$ cat src/sssg_pkg.sv
package sssg_pkg;

  localparam int unsigned CLK_PERIOD_NS = 40;
  localparam int unsigned NUM_OUT = 5;

  localparam logic [3:0] REG_CTRL = 4'h0;
  localparam logic [3:0] REG_STATUS = 4'h4;

  localparam int unsigned CTRL_MODE_POS = 0;
  localparam int unsigned CTRL_FB_POS = 2;
  localparam int unsigned CTRL_AVG_POS = 5;
  localparam logic [5:0] CTRL_RESET = 6'h00;

  localparam int unsigned STAT_ACTIVE_POS = 0;
  localparam int unsigned STAT_PIN_POS = 1;
  localparam int unsigned STAT_CLKFAIL_POS = 2;
  localparam int unsigned STAT_BLANK_POS = 3;
  localparam int unsigned STAT_SIGN_POS = 4;
  localparam int unsigned STAT_FAULT_POS = 5;

  typedef enum logic [1:0] {
    SSSG_OFF,
    SSSG_VALID,
    SSSG_TRIG_SEL,
    SSSG_TRIG_MID
  } sssg_mode_e;

  localparam logic [2:0] FB_NONE = 3'h0;
  localparam logic [2:0] FB_CUR_FIRST = 3'h1;
  localparam logic [2:0] FB_CUR_LAST = 3'h5;
  localparam logic [2:0] FB_TEMP = 3'h6;
  localparam logic [2:0] FB_SUPPLY = 3'h7;

  localparam int unsigned PRESCALE_DIV = 1024;
  localparam int unsigned PRESCALE_HALF = PRESCALE_DIV / 2;

  localparam real FALLBACK_PERIOD_MS = 6.5;
  localparam int unsigned FALLBACK_HALF_CYC =
    int'(FALLBACK_PERIOD_MS * 1.0e6 / 2.0) / CLK_PERIOD_NS;

  localparam int unsigned HIGH_PULSE_US = 100;
  localparam int unsigned HIGH_PULSE_CYC =
    HIGH_PULSE_US * 1000 / CLK_PERIOD_NS;

  localparam int unsigned TURN_ON_DLY_US = 20;
  localparam int unsigned SETTLE_US = 30;
  localparam int unsigned BLANK_CYC =
    ((TURN_ON_DLY_US + SETTLE_US) * 1000 + CLK_PERIOD_NS - 1)
    / CLK_PERIOD_NS;

  localparam int unsigned PWM_FAIL_US = 200;
  localparam int unsigned PWM_FAIL_CYC =
    PWM_FAIL_US * 1000 / CLK_PERIOD_NS;

endpackage

$ cat src/sssg_sync2.sv
module sssg_sync2 #(
  parameter int unsigned W = 1
) (
  input wire logic i_core_clk,
  input wire logic i_rst,
  input wire logic [W-1:0] i_async,
  output logic [W-1:0] o_sync
);

  logic [W-1:0] stage1;

  always_ff @(posedge i_core_clk) begin
    if (i_rst) begin
      stage1 <= '0;
      o_sync <= '0;
    end else begin
      stage1 <= i_async;
      o_sync <= stage1;
    end
  end

endmodule

$ cat src/sssg_sqwave.sv
module sssg_sqwave #(
  parameter int unsigned HALF = 512
) (
  input wire logic i_core_clk,
  input wire logic i_rst,
  input wire logic i_run,
  input wire logic i_tick,
  output logic o_wave
);

  logic [31:0] cnt;

  if (HALF < 1) begin : g_chk
    $error("sssg_sqwave: HALF must be at least 1");
  end

  // even halves give the 50 % duty cycle
  always_ff @(posedge i_core_clk) begin
    if (i_rst || !i_run) begin
      cnt <= 32'h0000_0000;
      o_wave <= 1'b0;
    end else if (i_tick) begin
      if (cnt == 32'(HALF - 1)) begin
        cnt <= 32'h0000_0000;
        o_wave <= ~o_wave;
      end else begin
        cnt <= cnt + 32'h0000_0001;
      end
    end
  end

endmodule

$ cat src/sssg_top.sv
// The address map and the Avalon-MM interface to the registers were chosen for this implementation.
module sssg_top
  import sssg_pkg::*;
#(
  parameter int unsigned FALLBACK_HALF = FALLBACK_HALF_CYC,
  parameter int unsigned PWM_FAIL = PWM_FAIL_CYC,
  parameter int unsigned PULSE_W = 16
) (
  input wire logic i_core_clk,
  input wire logic i_rst,
  input wire logic [3:0] i_avs_address,
  input wire logic i_avs_read,
  input wire logic i_avs_write,
  input wire logic [31:0] i_avs_writedata,
  input wire logic [3:0] i_avs_byteenable,
  output logic [31:0] o_avs_readdata,
  output logic o_avs_waitrequest,
  input wire logic i_normal_mode,
  input wire logic i_pwm_clk,
  input wire logic i_pwm_cycle_start,
  input wire logic [NUM_OUT-1:0] i_out_on,
  input wire logic [NUM_OUT-1:0] i_out_full_duty,
  input wire logic [NUM_OUT-1:0] i_out_fault,
  input wire logic [NUM_OUT-1:0] i_out_enable,
  input wire logic [NUM_OUT-1:0] i_inrush_current_window,
  input wire logic i_sense_sample_strobe_n_in,
  output logic o_sense_sample_strobe_n_out,
  output logic o_sense_sample_strobe_n_oe,
  output logic o_offset_sign
);

  if (PULSE_W < 2 || PULSE_W > 32 || FALLBACK_HALF < 1 || PWM_FAIL < 2
      || HIGH_PULSE_CYC > 4095 || BLANK_CYC > 4095) begin : g_chk
    $error("sssg_top: unsupported parameter values");
  end

  ////////////////////////////////////////////////////////////////////////
  // pwm clock pin and strobe pin readback
  logic [1:0] pins_sync;
  logic pwm_s, pwm_s_d, pin_level, pwm_tick;

  sssg_sync2 #(.W(2)) u_sync (
    .i_core_clk(i_core_clk),
    .i_rst(i_rst),
    .i_async({i_sense_sample_strobe_n_in, i_pwm_clk}),
    .o_sync(pins_sync)
  );

  assign pwm_s = pins_sync[0];
  assign pin_level = pins_sync[1];
  assign pwm_tick = pwm_s & ~pwm_s_d;

  always_ff @(posedge i_core_clk) begin
    if (i_rst) begin
      pwm_s_d <= 1'b0;
    end else begin
      pwm_s_d <= pwm_s;
    end
  end

  // pwm clock watchdog: no edge for too long means a clock failure
  logic [31:0] idle_cnt;
  logic clk_fail;

  always_ff @(posedge i_core_clk) begin
    if (i_rst || pwm_tick) begin
      idle_cnt <= 32'h0000_0000;
    end else if (idle_cnt != 32'(PWM_FAIL)) begin
      idle_cnt <= idle_cnt + 32'h0000_0001;
    end
  end

  assign clk_fail = (idle_cnt == 32'(PWM_FAIL));

  ////////////////////////////////////////////////////////////////////////
  // register slave
  sssg_mode_e mode;
  logic [2:0] fb_sel;
  logic avg_mode, wr_take, ctrl_hit, mux_chg, blank_busy;
  logic [NUM_OUT-1:0] fault_lat;
  logic [31:0] rd_mux;

  assign wr_take = i_avs_write & ~o_avs_waitrequest;
  assign ctrl_hit = wr_take && i_avs_address == REG_CTRL
                    && i_avs_byteenable[0];

  always_comb begin
    rd_mux = 32'h0000_0000;
    unique case (i_avs_address)
      REG_CTRL: begin
        rd_mux[CTRL_MODE_POS +: 2] = mode;
        rd_mux[CTRL_FB_POS +: 3] = fb_sel;
        rd_mux[CTRL_AVG_POS] = avg_mode;
      end
      REG_STATUS: begin
        rd_mux[STAT_ACTIVE_POS] = o_sense_sample_strobe_n_oe;
        rd_mux[STAT_PIN_POS] = pin_level;
        rd_mux[STAT_CLKFAIL_POS] = clk_fail;
        rd_mux[STAT_BLANK_POS] = blank_busy;
        rd_mux[STAT_SIGN_POS] = o_offset_sign;
        rd_mux[STAT_FAULT_POS +: NUM_OUT] = fault_lat;
      end
      default: rd_mux = 32'h0000_0000;
    endcase
  end

  // one wait cycle, then a single-cycle answer
  always_ff @(posedge i_core_clk) begin
    if (i_rst) begin
      o_avs_waitrequest <= 1'b1;
      o_avs_readdata <= 32'h0000_0000;
    end else if ((i_avs_read || i_avs_write) && o_avs_waitrequest) begin
      o_avs_waitrequest <= 1'b0;
      o_avs_readdata <= i_avs_read ? rd_mux : 32'h0000_0000;
    end else begin
      o_avs_waitrequest <= 1'b1;
    end
  end

  always_ff @(posedge i_core_clk) begin
    if (i_rst) begin
      mode <= sssg_mode_e'(CTRL_RESET[CTRL_MODE_POS +: 2]);
      fb_sel <= CTRL_RESET[CTRL_FB_POS +: 3];
      avg_mode <= CTRL_RESET[CTRL_AVG_POS];
    end else if (ctrl_hit) begin
      mode <= sssg_mode_e'(i_avs_writedata[CTRL_MODE_POS +: 2]);
      fb_sel <= i_avs_writedata[CTRL_FB_POS +: 3];
      avg_mode <= i_avs_writedata[CTRL_AVG_POS];
    end
  end

  // a new select or averaging setting restarts settling
  always_ff @(posedge i_core_clk) begin
    if (i_rst) begin
      mux_chg <= 1'b0;
    end else begin
      mux_chg <= ctrl_hit
        && (i_avs_writedata[CTRL_FB_POS +: 3] != fb_sel
            || i_avs_writedata[CTRL_AVG_POS] != avg_mode);
    end
  end

  ////////////////////////////////////////////////////////////////////////
  // selected channel
  logic cur_sel, volt_sel, sel_on, sel_full, sel_fault, sel_inrush;
  logic [2:0] ch;

  assign cur_sel = fb_sel >= FB_CUR_FIRST && fb_sel <= FB_CUR_LAST;
  assign volt_sel = fb_sel == FB_TEMP || fb_sel == FB_SUPPLY;
  assign ch = cur_sel ? fb_sel - FB_CUR_FIRST : 3'h0;
  assign sel_on = cur_sel && i_out_on[ch];
  assign sel_full = cur_sel && i_out_full_duty[ch];
  assign sel_fault = cur_sel && fault_lat[ch];
  assign sel_inrush = cur_sel && i_inrush_current_window[ch];

  logic [NUM_OUT-1:0] en_d;
  for (genvar g = 0; g < NUM_OUT; g++) begin : g_fault
    // fault wins over a re-enable edge in the same cycle
    always_ff @(posedge i_core_clk) begin
      if (i_rst) begin
        fault_lat[g] <= 1'b0;
        en_d[g] <= 1'b0;
      end else begin
        en_d[g] <= i_out_enable[g];
        if (i_out_fault[g]) begin
          fault_lat[g] <= 1'b1;
        end else if (i_out_enable[g] && !en_d[g]) begin
          fault_lat[g] <= 1'b0;
        end
      end
    end
  end

  ////////////////////////////////////////////////////////////////////////
  // blanking, pulse measurement, trigger waits
  logic sel_on_d, wait_cycle, wait_mid, past_mid;
  logic [11:0] blank_cnt, hp_cnt;
  logic [PULSE_W-1:0] on_cnt, last_len, half_len;

  assign blank_busy = blank_cnt != 12'h000;
  assign half_len = {1'b0, last_len[PULSE_W-1:1]};
  assign past_mid = on_cnt >= half_len;

  always_ff @(posedge i_core_clk) begin
    if (i_rst) begin
      sel_on_d <= 1'b0;
    end else begin
      sel_on_d <= sel_on;
    end
  end

  // covers switch-on of the output and a new selection
  always_ff @(posedge i_core_clk) begin
    if (i_rst) begin
      blank_cnt <= 12'h000;
    end else if (mux_chg || (sel_on && !sel_on_d)) begin
      blank_cnt <= 12'(BLANK_CYC);
    end else if (blank_busy) begin
      blank_cnt <= blank_cnt - 12'h001;
    end
  end

  always_ff @(posedge i_core_clk) begin
    if (i_rst || mux_chg) begin
      on_cnt <= '0;
      last_len <= '0;
    end else if (sel_on) begin
      if (on_cnt != '1) begin
        on_cnt <= on_cnt + PULSE_W'(1);
      end
    end else begin
      on_cnt <= '0;
      if (sel_on_d) begin
        last_len <= on_cnt;
      end
    end
  end

  always_ff @(posedge i_core_clk) begin
    if (i_rst) begin
      wait_cycle <= 1'b0;
    end else if (mux_chg) begin
      wait_cycle <= 1'b1;
    end else if (i_pwm_cycle_start) begin
      wait_cycle <= 1'b0;
    end
  end

  // the first pulse after a change is only measured
  always_ff @(posedge i_core_clk) begin
    if (i_rst) begin
      wait_mid <= 1'b0;
    end else if (mux_chg) begin
      wait_mid <= 1'b1;
    end else if (sel_on && last_len != '0 && on_cnt == half_len) begin
      wait_mid <= 1'b0;
    end
  end

  always_ff @(posedge i_core_clk) begin
    if (i_rst) begin
      hp_cnt <= 12'h000;
    end else if (i_pwm_cycle_start) begin
      hp_cnt <= 12'(HIGH_PULSE_CYC);
    end else if (hp_cnt != 12'h000) begin
      hp_cnt <= hp_cnt - 12'h001;
    end
  end

  ////////////////////////////////////////////////////////////////////////
  // square waves
  logic ps_wave, fb_wave;

  sssg_sqwave #(.HALF(PRESCALE_HALF)) u_presc_wave (
    .i_core_clk(i_core_clk),
    .i_rst(i_rst),
    .i_run(volt_sel && !clk_fail),
    .i_tick(pwm_tick),
    .o_wave(ps_wave)
  );

  sssg_sqwave #(.HALF(FALLBACK_HALF)) u_fallback_wave (
    .i_core_clk(i_core_clk),
    .i_rst(i_rst),
    .i_run(clk_fail),
    .i_tick(1'b1),
    .o_wave(fb_wave)
  );

  ////////////////////////////////////////////////////////////////////////
  // strobe decision
  logic next_active, valid, trig_mode;

  assign valid = sel_on && !blank_busy;
  assign trig_mode = mode == SSSG_TRIG_SEL || mode == SSSG_TRIG_MID;

  always_comb begin
    next_active = 1'b0;
    if (i_normal_mode && mode != SSSG_OFF) begin
      if (clk_fail && (cur_sel || volt_sel)) begin
        next_active = ~fb_wave;
      end else if (volt_sel) begin
        next_active = ~ps_wave;
      end else if (cur_sel && !sel_fault && !sel_inrush) begin
        if (sel_full && trig_mode) begin
          next_active = hp_cnt == 12'h000;
        end else begin
          unique case (mode)
            SSSG_OFF: next_active = 1'b0;
            SSSG_VALID: next_active = valid;
            SSSG_TRIG_SEL: next_active = valid && !wait_cycle;
            SSSG_TRIG_MID: next_active = valid && past_mid
                                         && !wait_mid;
          endcase
        end
      end
    end
  end

  always_ff @(posedge i_core_clk) begin
    if (i_rst) begin
      o_sense_sample_strobe_n_oe <= 1'b0;
      o_sense_sample_strobe_n_out <= 1'b0;
    end else begin
      o_sense_sample_strobe_n_oe <= next_active;
      o_sense_sample_strobe_n_out <= 1'b0;
    end
  end

  // pin rises when the pull-down is released
  always_ff @(posedge i_core_clk) begin
    if (i_rst) begin
      o_offset_sign <= 1'b0;
    end else if (avg_mode && o_sense_sample_strobe_n_oe && !next_active) begin
      o_offset_sign <= ~o_offset_sign;
    end
  end
endmodule

$ cat config.mk
export PLATFORM = sky130hd
export DESIGN_NAME = sssg_top
export DESIGN_NICKNAME = d
export VERILOG_FILES = /design/src/sssg_pkg.sv /design/src/sssg_sync2.sv /design/src/sssg_sqwave.sv /design/src/sssg_top.sv
export SDC_FILE = /design/constraint.sdc
export NUM_CORES = 1
export LEC_CHECK = 0
export ABC_AREA = 1
export BUFFER_PORTS_ARGS = -buffer_cell sky130_fd_sc_hd__buf_2
export CORE_AREA = 2 2 144 146
export CTS_CLUSTER_SIZE = 10
export DETAILED_ROUTE_END_ITERATION = 10
export DIE_AREA = 0 0 146 148
export PLACE_DENSITY = 0.76
export SYNTH_ARGS = -nofsm -noshare
export SYNTH_HDL_FRONTEND = slang
export SYNTH_HIERARCHICAL = 1
export SYNTH_SLANG_ARGS = --single-unit
$ cat constraint.sdc
create_clock -name i_core_clk -period 2.2 [get_ports i_core_clk]
set_input_delay 0.22 -clock i_core_clk [delete_from_list [all_inputs] [get_ports i_core_clk]]
set_output_delay 0.22 -clock i_core_clk [all_outputs]
set_load 0.005 [all_outputs]
== Yosys cells after proc, flatten, opt, wreduce, memory -nomap -nowiden ==
Index checks and enable logic that the tools add are counted.
Word-level totals
  logic and storage cells: 181
  input port bits: 73
  register bits: 214
Operators by class
  order comparisons: 4
  eq/ne operators: 14
  muxes and demuxes: 38
  reductions and logical operators: 75
  bitwise operators: 8
  $add $sub $neg: 7
Operator list (number)
  adder 32 x 1 -> 32 bit, second input constant: 3
  == test 32 x 13 -> 1 bit, second input constant: 1
  == test 32 x 17 -> 1 bit, second input constant: 1
  == test 32 x 9 -> 1 bit, second input constant: 1
  two-way mux 32 bit: 1
  != test 32 x 13 -> 1 bit, second input constant: 1
  logical AND 1 bit: 29
  two-way mux 1 bit: 24
  two-way mux 12 bit: 2
  nonzero test 12 bit: 2
  subtractor 12 x 1 -> 12 bit, second input constant: 2
  two-way mux 11 bit: 2
  nonzero test 2 bit: 10
  adder 16 x 1 -> 16 bit, second input constant: 1
  == test 16 x 15 -> 1 bit: 1
  greater-or-equal comparator 16 x 15 -> 1 bit: 1
  != test 16 bit, second input constant: 1
  nonzero test 16 bit: 1
  logical NOT 1 bit: 14
  binary-select mux 1 bit (select 3 bit): 4
  logical NOT 12 bit: 1
  case mux 6 bit (2 select lines): 1
  logical OR 1 bit: 10
  two-way mux 10 bit: 1
  19 further kinds: 31

== Longest topological paths before layout ==
Gate-level depths: netlist of run 1.
  depth in word-level cells: 17
  depth in mapped cells: 21

== Hierarchy ==
Netlist of run 1, hierarchy kept.
Modules (own cells, without submodules)
  sssg_top: times used 1, cells an instance 893, seq. area each 2442.3 µm², area each 6344.8 µm²
  sssg_sqwave (u_fallback_wave): times used 1, cells an instance 340, seq. area each 660.6 µm², area each 2140.8 µm²
  sssg_sqwave (u_presc_wave): times used 1, cells an instance 312, seq. area each 660.6 µm², area each 1996.9 µm²
  sssg_sync2: times used 1, cells an instance 12, seq. area each 80.1 µm², area each 110.1 µm²

== Least setup slack after synthesis of run 1 ==
OpenSTA, ideal clock, no wires.
  path type: reg-to-reg
  from: reg fb_sel[0]
  to: reg last_len[14]
  arrival: 2.012 ns
  cell stages (with the launch flop): 14
  clock period less this slack: 2.131 ns
  setup slack: 0.069 ns
  required time: 2.081 ns
  library setup time: 0.119 ns
  cell sequence: dfxtp_1 buf_2 inv_1 buf_2 ha_1 xor2_2 inv_1 a21oi_1 nor2_2 inv_2 nand2_4 buf_4 o21ai_0 a21oi_1
On the way
  longest elaborated chain between the ends: 8
  elaborated cells between the ends (all ways): 10
  classes of those cells: 1 x add/sub; 2 x order compare; 3 x mux; 1 x bitwise; 3 x reduce/logical
Ends and longest elaborated chain
  start: declaration: line sssg_top.sv:78  | logic [2:0] fb_sel;
  start signal: assignment: line sssg_top.sv:123  | fb_sel <= CTRL_RESET[CTRL_FB_POS +: 3];
  start signal: assignment: line sssg_top.sv:127  | fb_sel <= i_avs_writedata[CTRL_FB_POS +: 3];
  greater-or-equal comparator 3 x 1 -> 1 bit / less-or-equal comparator 3 bit (equally long branches): line sssg_top.sv:148  | assign cur_sel = fb_sel >= FB_CUR_FIRST && fb_sel <= FB_CUR_LAST;
  logical AND 1 bit: line sssg_top.sv:148
  two-way mux 3 bit: line sssg_top.sv:150  | assign ch = cur_sel ? fb_sel - FB_CUR_FIRST : 3'h0;
  binary-select mux 1 bit (select 3 bit): line sssg_top.sv:151  | assign sel_on = cur_sel && i_out_on[ch];
  two-way mux 1 bit (implied by the code): line sssg_top.sv:151
  logical AND 1 bit *: line sssg_top.sv:151
  inverter 1 bit (no source line) *
  AND reduction 2 bit (no source line) *
  end signal: assignment: line sssg_top.sv:214  | last_len <= on_cnt;
  end: declaration: line sssg_top.sv:178  | logic [PULSE_W-1:0] on_cnt, last_len, half_len;
Mark *: on every way between the ends. The rest lies on a longest branch, timed or not. The select of a mux whose other input is x is not followed.
A chain may end at the register's enable or synchronous reset.

== Worst setup path after layout of run 1 ==
  from: reg fb_sel[1]
  to: reg last_len[3]
The elaborated chain is that of the path after synthesis.

==> run metrics, run 1 <==
clock sink count=192; FFs w/ async S/R, synth=0; PD cells=634 mW/mm^2; hold_sp=i_out_fault[3]; Final Setup Violations=0; Worst Path Class, Setup=reg2reg; Synth area leaders=dfxtp_1, nand2_1, nor2_1; Max VDD drop=0.562 mV; Seq/Total Area, Yosys=0.363; Final Hold Fails=0; Nets=1742; DR vias/cell=5.03; worst setup path start=fb_sel[1]; crit path capture type=register; hold slack=0.0119 ns; Area growth, synth to finish=12.7%; HPWL Detailed=17.1 mm; Synth Area in XOR/XNOR=0.0363; outcome=finished clean; Int Pwr=5.52 mW; Layout Skew=0.0165 ns; DR DRC count=0; worst slew pin tran=0.580 ns; largest family of logic cells by synthesized area=simple AND/OR/NAND/NOR gates; input/output buffers=56; max-slew violation count=0; clk root buf=clkbuf_16; final period utilization=0.928; area leader, netlist=dfxtp_1; critical path arrival=2.36 ns; fin cells=1925; Critical Path RT=2.52 ns; core footprint=0.0200 mm^2; final wirelength=23.7 mm; GR Overflow Total=0; multiplexer area fraction after synthesis=0; Net Sw Power=2.05 mW; clock buffer depth=2; synthesis warning total=6; Gate power share=0.104; Slew headroom=0.613; initial antenna violation count=0; # placed instances=1884; Simple-Gate Fraction of Synth Area=0.359; initial detailed-routing violation count=563; Setup crit start kind=register; Die Wd=146 um; CTS tree=done; Syn Area/Cell=6.80 um^2; most frequent cell after synthesis=nand2_1; CP max-delay cell=dfxtp_1; Cells after Synth=1557; layout cells sized above 1=0.150; Netlist Area Pre-Place=0.0106 mm^2; critical path peak fanout=13; die height=148 um; Hold WC Path Type=in2reg; vias in the first global route=8966; Crit Reg-Reg Startpoint=fb_sel[1]; EDFF count, synth=0; largest net degree at the start of global routing=27; adder-cell share of the synthesized area=0.0319; Lkg Pwr=4.86 nW; post-synthesis compound-gate area fraction=0.0990; Worst-Skew Late Latency=0.44 ns; Top-Level Pins=109; htree depth=4; Flop pwr share=0.484; power share of the clock group=0.412; Vias=9684; die area=0.0216 mm^2; # rows=52; Final min period=2.04 ns; TritonCTS Buffers=17; top cells by count, synth=nand2_1, nor2_1, inv_1; Pre-antenna DRT Iters=5; CTS clk-pin slew, worst paths=0.07 ns; max_cap viols=0; top_reg_cell synth=dfxtp_1; total track usage=0.221; CP max stage delay=0.34 ns; first-pass GRT wire length=40.1 mm; detailed-route wire length per cell=12.3 um; initial core utilization=0.529; n_diodes=0; worst-path cell chain=inv_1 > ha_1 > inv_1 > nand3_4 > buf_4 > nand3_1 > nand3_1 > nand2_1 > nor2_4 > inv_4 > nand2_8 > o21ai_0 > a21oi_1; GP Congestion=0.849; post-synth cell types=55; Max Clock Freq=490 MHz; Yosys top cell area share=0.363; Routed Antenna Nets=0; switching share of power=0.270; register bit total from synthesis=192; # fillers=1899
## power by group through the flow
stage | clock network [mW] | logic, mW | registers, mW
floorplan | 0 | 0.598 | 3.72
finish | 3.12 | 0.787 | 3.66
CTS | 3.16 | 0.781 | 3.66
global placement | 0 | 0.751 | 3.74
detailed placement | 0 | 0.768 | 3.74
global route | 3.31 | 0.900 | 3.68
## per-layer routing
metal / vias up / share of wire / global-route usage
met5: - / 0 / 0
li1: 5057 / - / -
met3: 26 / 0.050 / 0.0426
met4: 0 / 0.013 / 0.0621
met1: 4379 / 0.45 / 0.282
met2: 222 / 0.48 / 0.382
## path summary, 6_finish.rpt
path	slack [ns]	end	cells after the start
worst min-delay path	0.01	fault_lat[3]	3
worst min register to register	0.40	u_sync/o_sync[1]	2
worst max-delay path	0.16	last_len[3]	13
worst max register to register	0.16	last_len[3]	13
## per-stage QoR
step	worst slack (ns)	power (mW)	TNS, ns	util	area, um^2
finish	0.157	7.57	0	0.596	11900
global route	-0.0402	7.89	-0.160	0.596	11900
CTS	0.0746	7.60	0	0.590	11800
detailed placement	0.111	4.51	0	0.558	11200
global placement	0.146	4.49	0	0.558	11200
floorplan	0.0686	4.32	0	-	10700
## cell usage in the layout, fill, tap and decap left out, types with 28 or more instances in the layout
| cell type | instances |
|---|---|
| a21oi_1 | 98 |
| buf_2 | 56 |
| buf_4 | 28 |
| dfxtp_1 | 185 |
| inv_1 | 207 |
| nand2_1 | 302 |
| nand3_1 | 79 |
| nor2_1 | 275 |
| nor3_1 | 31 |
| o21ai_0 | 57 |
## logic make-up after synthesis
logic type,after synthesis
AND/OR/NAND/NOR,827
adder cells (fa/ha/maj),27
other,2
buffers and inverters,273
AO/OA/AOI/OAI,193
XOR/XNOR,43
flip-flops,192
## state kept, by name, indices dropped and copies added, names as in the netlist, 2 cells and up
| signal | count |
|---|---|
| hp_cnt | 12 |
| blank_cnt | 12 |
| mode | 2 |
| last_len | 16 |
| fault_lat | 5 |
| on_cnt | 16 |
| u_sync/o_sync | 2 |
| en_d | 5 |
| fb_sel | 3 |
| u_presc_wave/cnt | 32 |
| idle_cnt | 32 |
| u_sync/stage1 | 2 |
| u_fallback_wave/cnt | 32 |
| o_avs_readdata | 10 |
## final cells by class
type / instances / area [um^2] / share of cell area
multi-input cells: 1115 / 5740 / 0.481
flip-flops and latches: 192 / 3850 / 0.323
inverters: 226 / 855 / 0.0716
repair buffers: 90 / 561 / 0.0470
clock buffers: 17 / 425 / 0.0356
well taps: 270 / 338 / 0.0283
clock inverters: 15 / 169 / 0.0142
## worst max-delay path, delay by kind of cell, from the launching register on
| kind | cells | cell delay [ns] |
|---|---|---|
| buffers and inverters | 4 | 0.50 |
| AND/OR/NAND/NOR | 6 | 0.56 |
| flip-flops | 1 | 0.34 |
| AO/OA/AOI/OAI | 2 | 0.32 |
| adder cells (fa/ha/maj) | 1 | 0.19 |
## what timing repair did
| action | CTS | global route |
|---|---|---|
| hold buffers | 5 | 0 |
| buffers inserted | 0 | 3 |
| endpoints found under the setup margin | 0 | 57 |
| hold endpoints to repair | 5 | 0 |
| gates resized for setup | 0 | 21 |
(Power assumes the default switching activity.)
==> run 2, diff against run 1 <==
--- a/config.mk
+++ b/config.mk
@@ -7,12 +7,11 @@
 export LEC_CHECK = 0
 export ABC_AREA = 1
 export BUFFER_PORTS_ARGS = -buffer_cell sky130_fd_sc_hd__buf_2
-export CORE_AREA = 2 2 144 146
+export CORE_AREA = 2 2 140 142
 export CTS_CLUSTER_SIZE = 10
 export DETAILED_ROUTE_END_ITERATION = 10
-export DIE_AREA = 0 0 146 148
-export PLACE_DENSITY = 0.76
+export DIE_AREA = 0 0 142 144
+export PLACE_DENSITY = 0.75
 export SYNTH_ARGS = -nofsm -noshare
 export SYNTH_HDL_FRONTEND = slang
-export SYNTH_HIERARCHICAL = 1
 export SYNTH_SLANG_ARGS = --single-unit
==> run 2 against run 1 <==
Via count down 5.6%. Worst hold slack worse by 0.0029 ns. Core utilization up 1.3 points. Critical path depth decreased by 2. Synthesized cell count is 11% lower. Sequential power about the same. Die area decreased by 5.4%. Clock skew is 0.0098 ns lower. Final area is 2.8% lower.
==> run metrics, run 2 <==
outcome=finished clean; crit path capture type=register; clock sink count=192; initial core utilization=0.515; Net Sw Power=1.92 mW; Final Setup Violations=0; Netlist Area Pre-Place=0.00982 mm^2; # rows=51; Max VDD drop=0.600 mV; total track usage=0.218; die area=0.0204 mm^2; Layout Skew=0.00673 ns; TritonCTS Buffers=17; htree depth=4; EDFF count, synth=0; Syn Area/Cell=7.06 um^2; Routed Antenna Nets=0; largest registers=idle_cnt (32), u_fallback_wave.cnt (32), u_presc_wave.cnt (32); Worst Hold Depth=3; Final min period=2.14 ns; Synth area leaders=dfxtp_1, nand2_1, inv_1; max_cap viols=0; Worst Path Class, Setup=reg2reg; placed inst area=0.0105 mm^2; power share of the clock group=0.402; FFs w/ async S/R, synth=0; Max Clock Freq=466 MHz; register bit total from synthesis=192; R2R depth=11; CTS tree=done; final period utilization=0.975; Lkg Pwr=4.63 nW; commonest non-fill, non-tap cell in the layout=nand2_1; worst slew pin tran=0.619 ns; GP Congestion=0.854; layout cells sized above 1=0.189; Int Pwr=5.78 mW; Flop pwr share=0.480; critical path arrival=2.50 ns; RSZ-0062 raised after global routing=yes; die height=144 um; flop2flop setup slack=0.06 ns; Worst-Skew Late Latency=0.42 ns; Crit Reg-Reg Startpoint=u_presc_wave.cnt[0]; post-synth cell types=49; Final Hold Fails=0; Top-Level Pins=109; Yosys top cell area share=0.391; vias in the first global route=8267; top cells by count, synth=nand2_1, inv_1, dfxtp_1; Gate power share=0.118; CTS clk-pin slew, worst paths=0.07 ns; # fillers=1680; Cells after Synth=1391; HPWL Detailed=16.2 mm; design area=0.0116 mm^2; DR vias/cell=5.23; detailed-route wire length per cell=13.0 um; r2r endpoint=u_presc_wave.cnt[27]; core footprint=0.0191 mm^2; top_reg_cell synth=dfxtp_1; final wirelength=22.7 mm; Seq/Total Area, Yosys=0.391; Vias=9142; Hold WC Path Type=in2reg; Worst Hold End=en_d[2]; Final Power=7.70 mW; Die Wd=142 um; switching share of power=0.249; synthesis warning total=0; hold_sp=i_out_enable[2]; initial antenna violation count=1; PD cells=664 mW/mm^2; critical path peak fanout=4; clk root buf=clkbuf_16; Slew headroom=0.583; GR Overflow Total=0; Critical Path RT=2.56 ns; most frequent cell after synthesis=nand2_1; DR DRC count=0; Pre-antenna DRT Iters=7; Nets=1600; initial detailed-routing violation count=556; largest net degree at the start of global routing=20; max-slew violation count=0; commonest non-fill, non-tap cells in the layout=nand2_1, inv_1, dfxtp_1, nor2_1, a21oi_1; clock buffer depth=2; area leader, netlist=dfxtp_1; input/output buffers=56; first-pass GRT wire length=36.9 mm; Setup crit start kind=register; Area growth, synth to finish=18.1%
[run 2: final cells by class]
| type | count | area, um^2 | area share |
|---|---|---|---|
| Multi-Input combinational cell | 952 | 5290 | 0.456 |
| Sequential cell | 192 | 3870 | 0.334 |
| Inverter | 227 | 857 | 0.0739 |
| Timing Repair Buffer | 109 | 699 | 0.0603 |
| Clock buffer | 21 | 450 | 0.0388 |
| Tap cell | 238 | 298 | 0.0257 |
| Clock inverter | 9 | 135 | 0.0116 |
| Antenna cell | 1 | 2.50 | 0.000216 |
[run 2: logic make-up (layout without fill, tap and decap cells)]
logic type	after synthesis	in the layout	share of synthesized area
AO/OA/AOI/OAI	241	241	0.134
flip-flops	192	192	0.391
adder cells (fa/ha/maj)	28	28	0.0357
other	1	24	0.000382
XOR/XNOR	27	27	0.0241
AND/OR/NAND/NOR	632	633	0.302
buffers and inverters	270	366	0.113
[run 2: power by group through the flow]
stage               Clock, mW  Sequential [mW]  Combinational, mW
finish                   3.10             3.69              0.907
global route             3.30             3.71               1.05
CTS                      3.15             3.70              0.906
detailed placement          0             3.77              0.898
global placement            0             3.77              0.880
floorplan                   0             3.75              0.730
[run 2: worst max path at each step]
stage / startpoint / to / slack [ns] / depth (start not counted)
after floorplan: fb_sel[0] / last_len[14] / 0.008 / 14
after global placement: u_fallback_wave.cnt[0] / u_fallback_wave.cnt[30] / 0.08 / 14
after detailed placement: u_fallback_wave.cnt[0] / u_fallback_wave.cnt[30] / 0.01 / 14
after CTS: idle_cnt[0] / idle_cnt[28] / 0.004 / 14
after global routing: u_fallback_wave.cnt[0] / u_fallback_wave.cnt[30] / -0.09 / 14
final: u_presc_wave.cnt[0] / u_presc_wave.cnt[27] / 0.06 / 11
[run 2: timing repair]
item	CTS	global route
hold buffers	2	0
resized for setup	2	97
endpoints found under the hold margin	2	0
setup endpoints to repair	2	69
setup buffers	0	17
pin swaps	0	31
gates cloned	0	1
[run 2: metrics by stage]
stage	TNS, ns	cells	worst slack, ns	util	hold WS (ns)
after floorplan	0	1413	0.00806	-	0.327
after global placement	0	1698	0.0790	0.550	0.391
after detailed placement	0	1698	0.0123	0.550	0.394
after CTS	0	1730	0.00446	0.582	0.00268
after global routing	-0.683	1748	-0.0923	0.608	0.0198
final	0	1749	0.0561	0.608	0.00903
[run 2: routing by layer]
layer	vias to the layer above	GRT usage	part of all wire
met1	4200	0.278	0.45
met3	30	0.0401	0.038
met4	0	0.0558	0.014
met5	-	0	0
met2	171	0.383	0.50
li1	4741	-	-
[run 2: worst max-delay path: stages, from the launching register on]
cell and delay, ns:
dfxtp_4 0.36, buf_4 0.10, inv_1 0.08, nor3_4 0.21, nand4_1 0.18, nor2_2 0.18, nand3_2 0.12, nor2_4 0.19
nand4_1 0.21, nor3_2 0.23, o21ai_1 0.09, a21oi_1 0.12
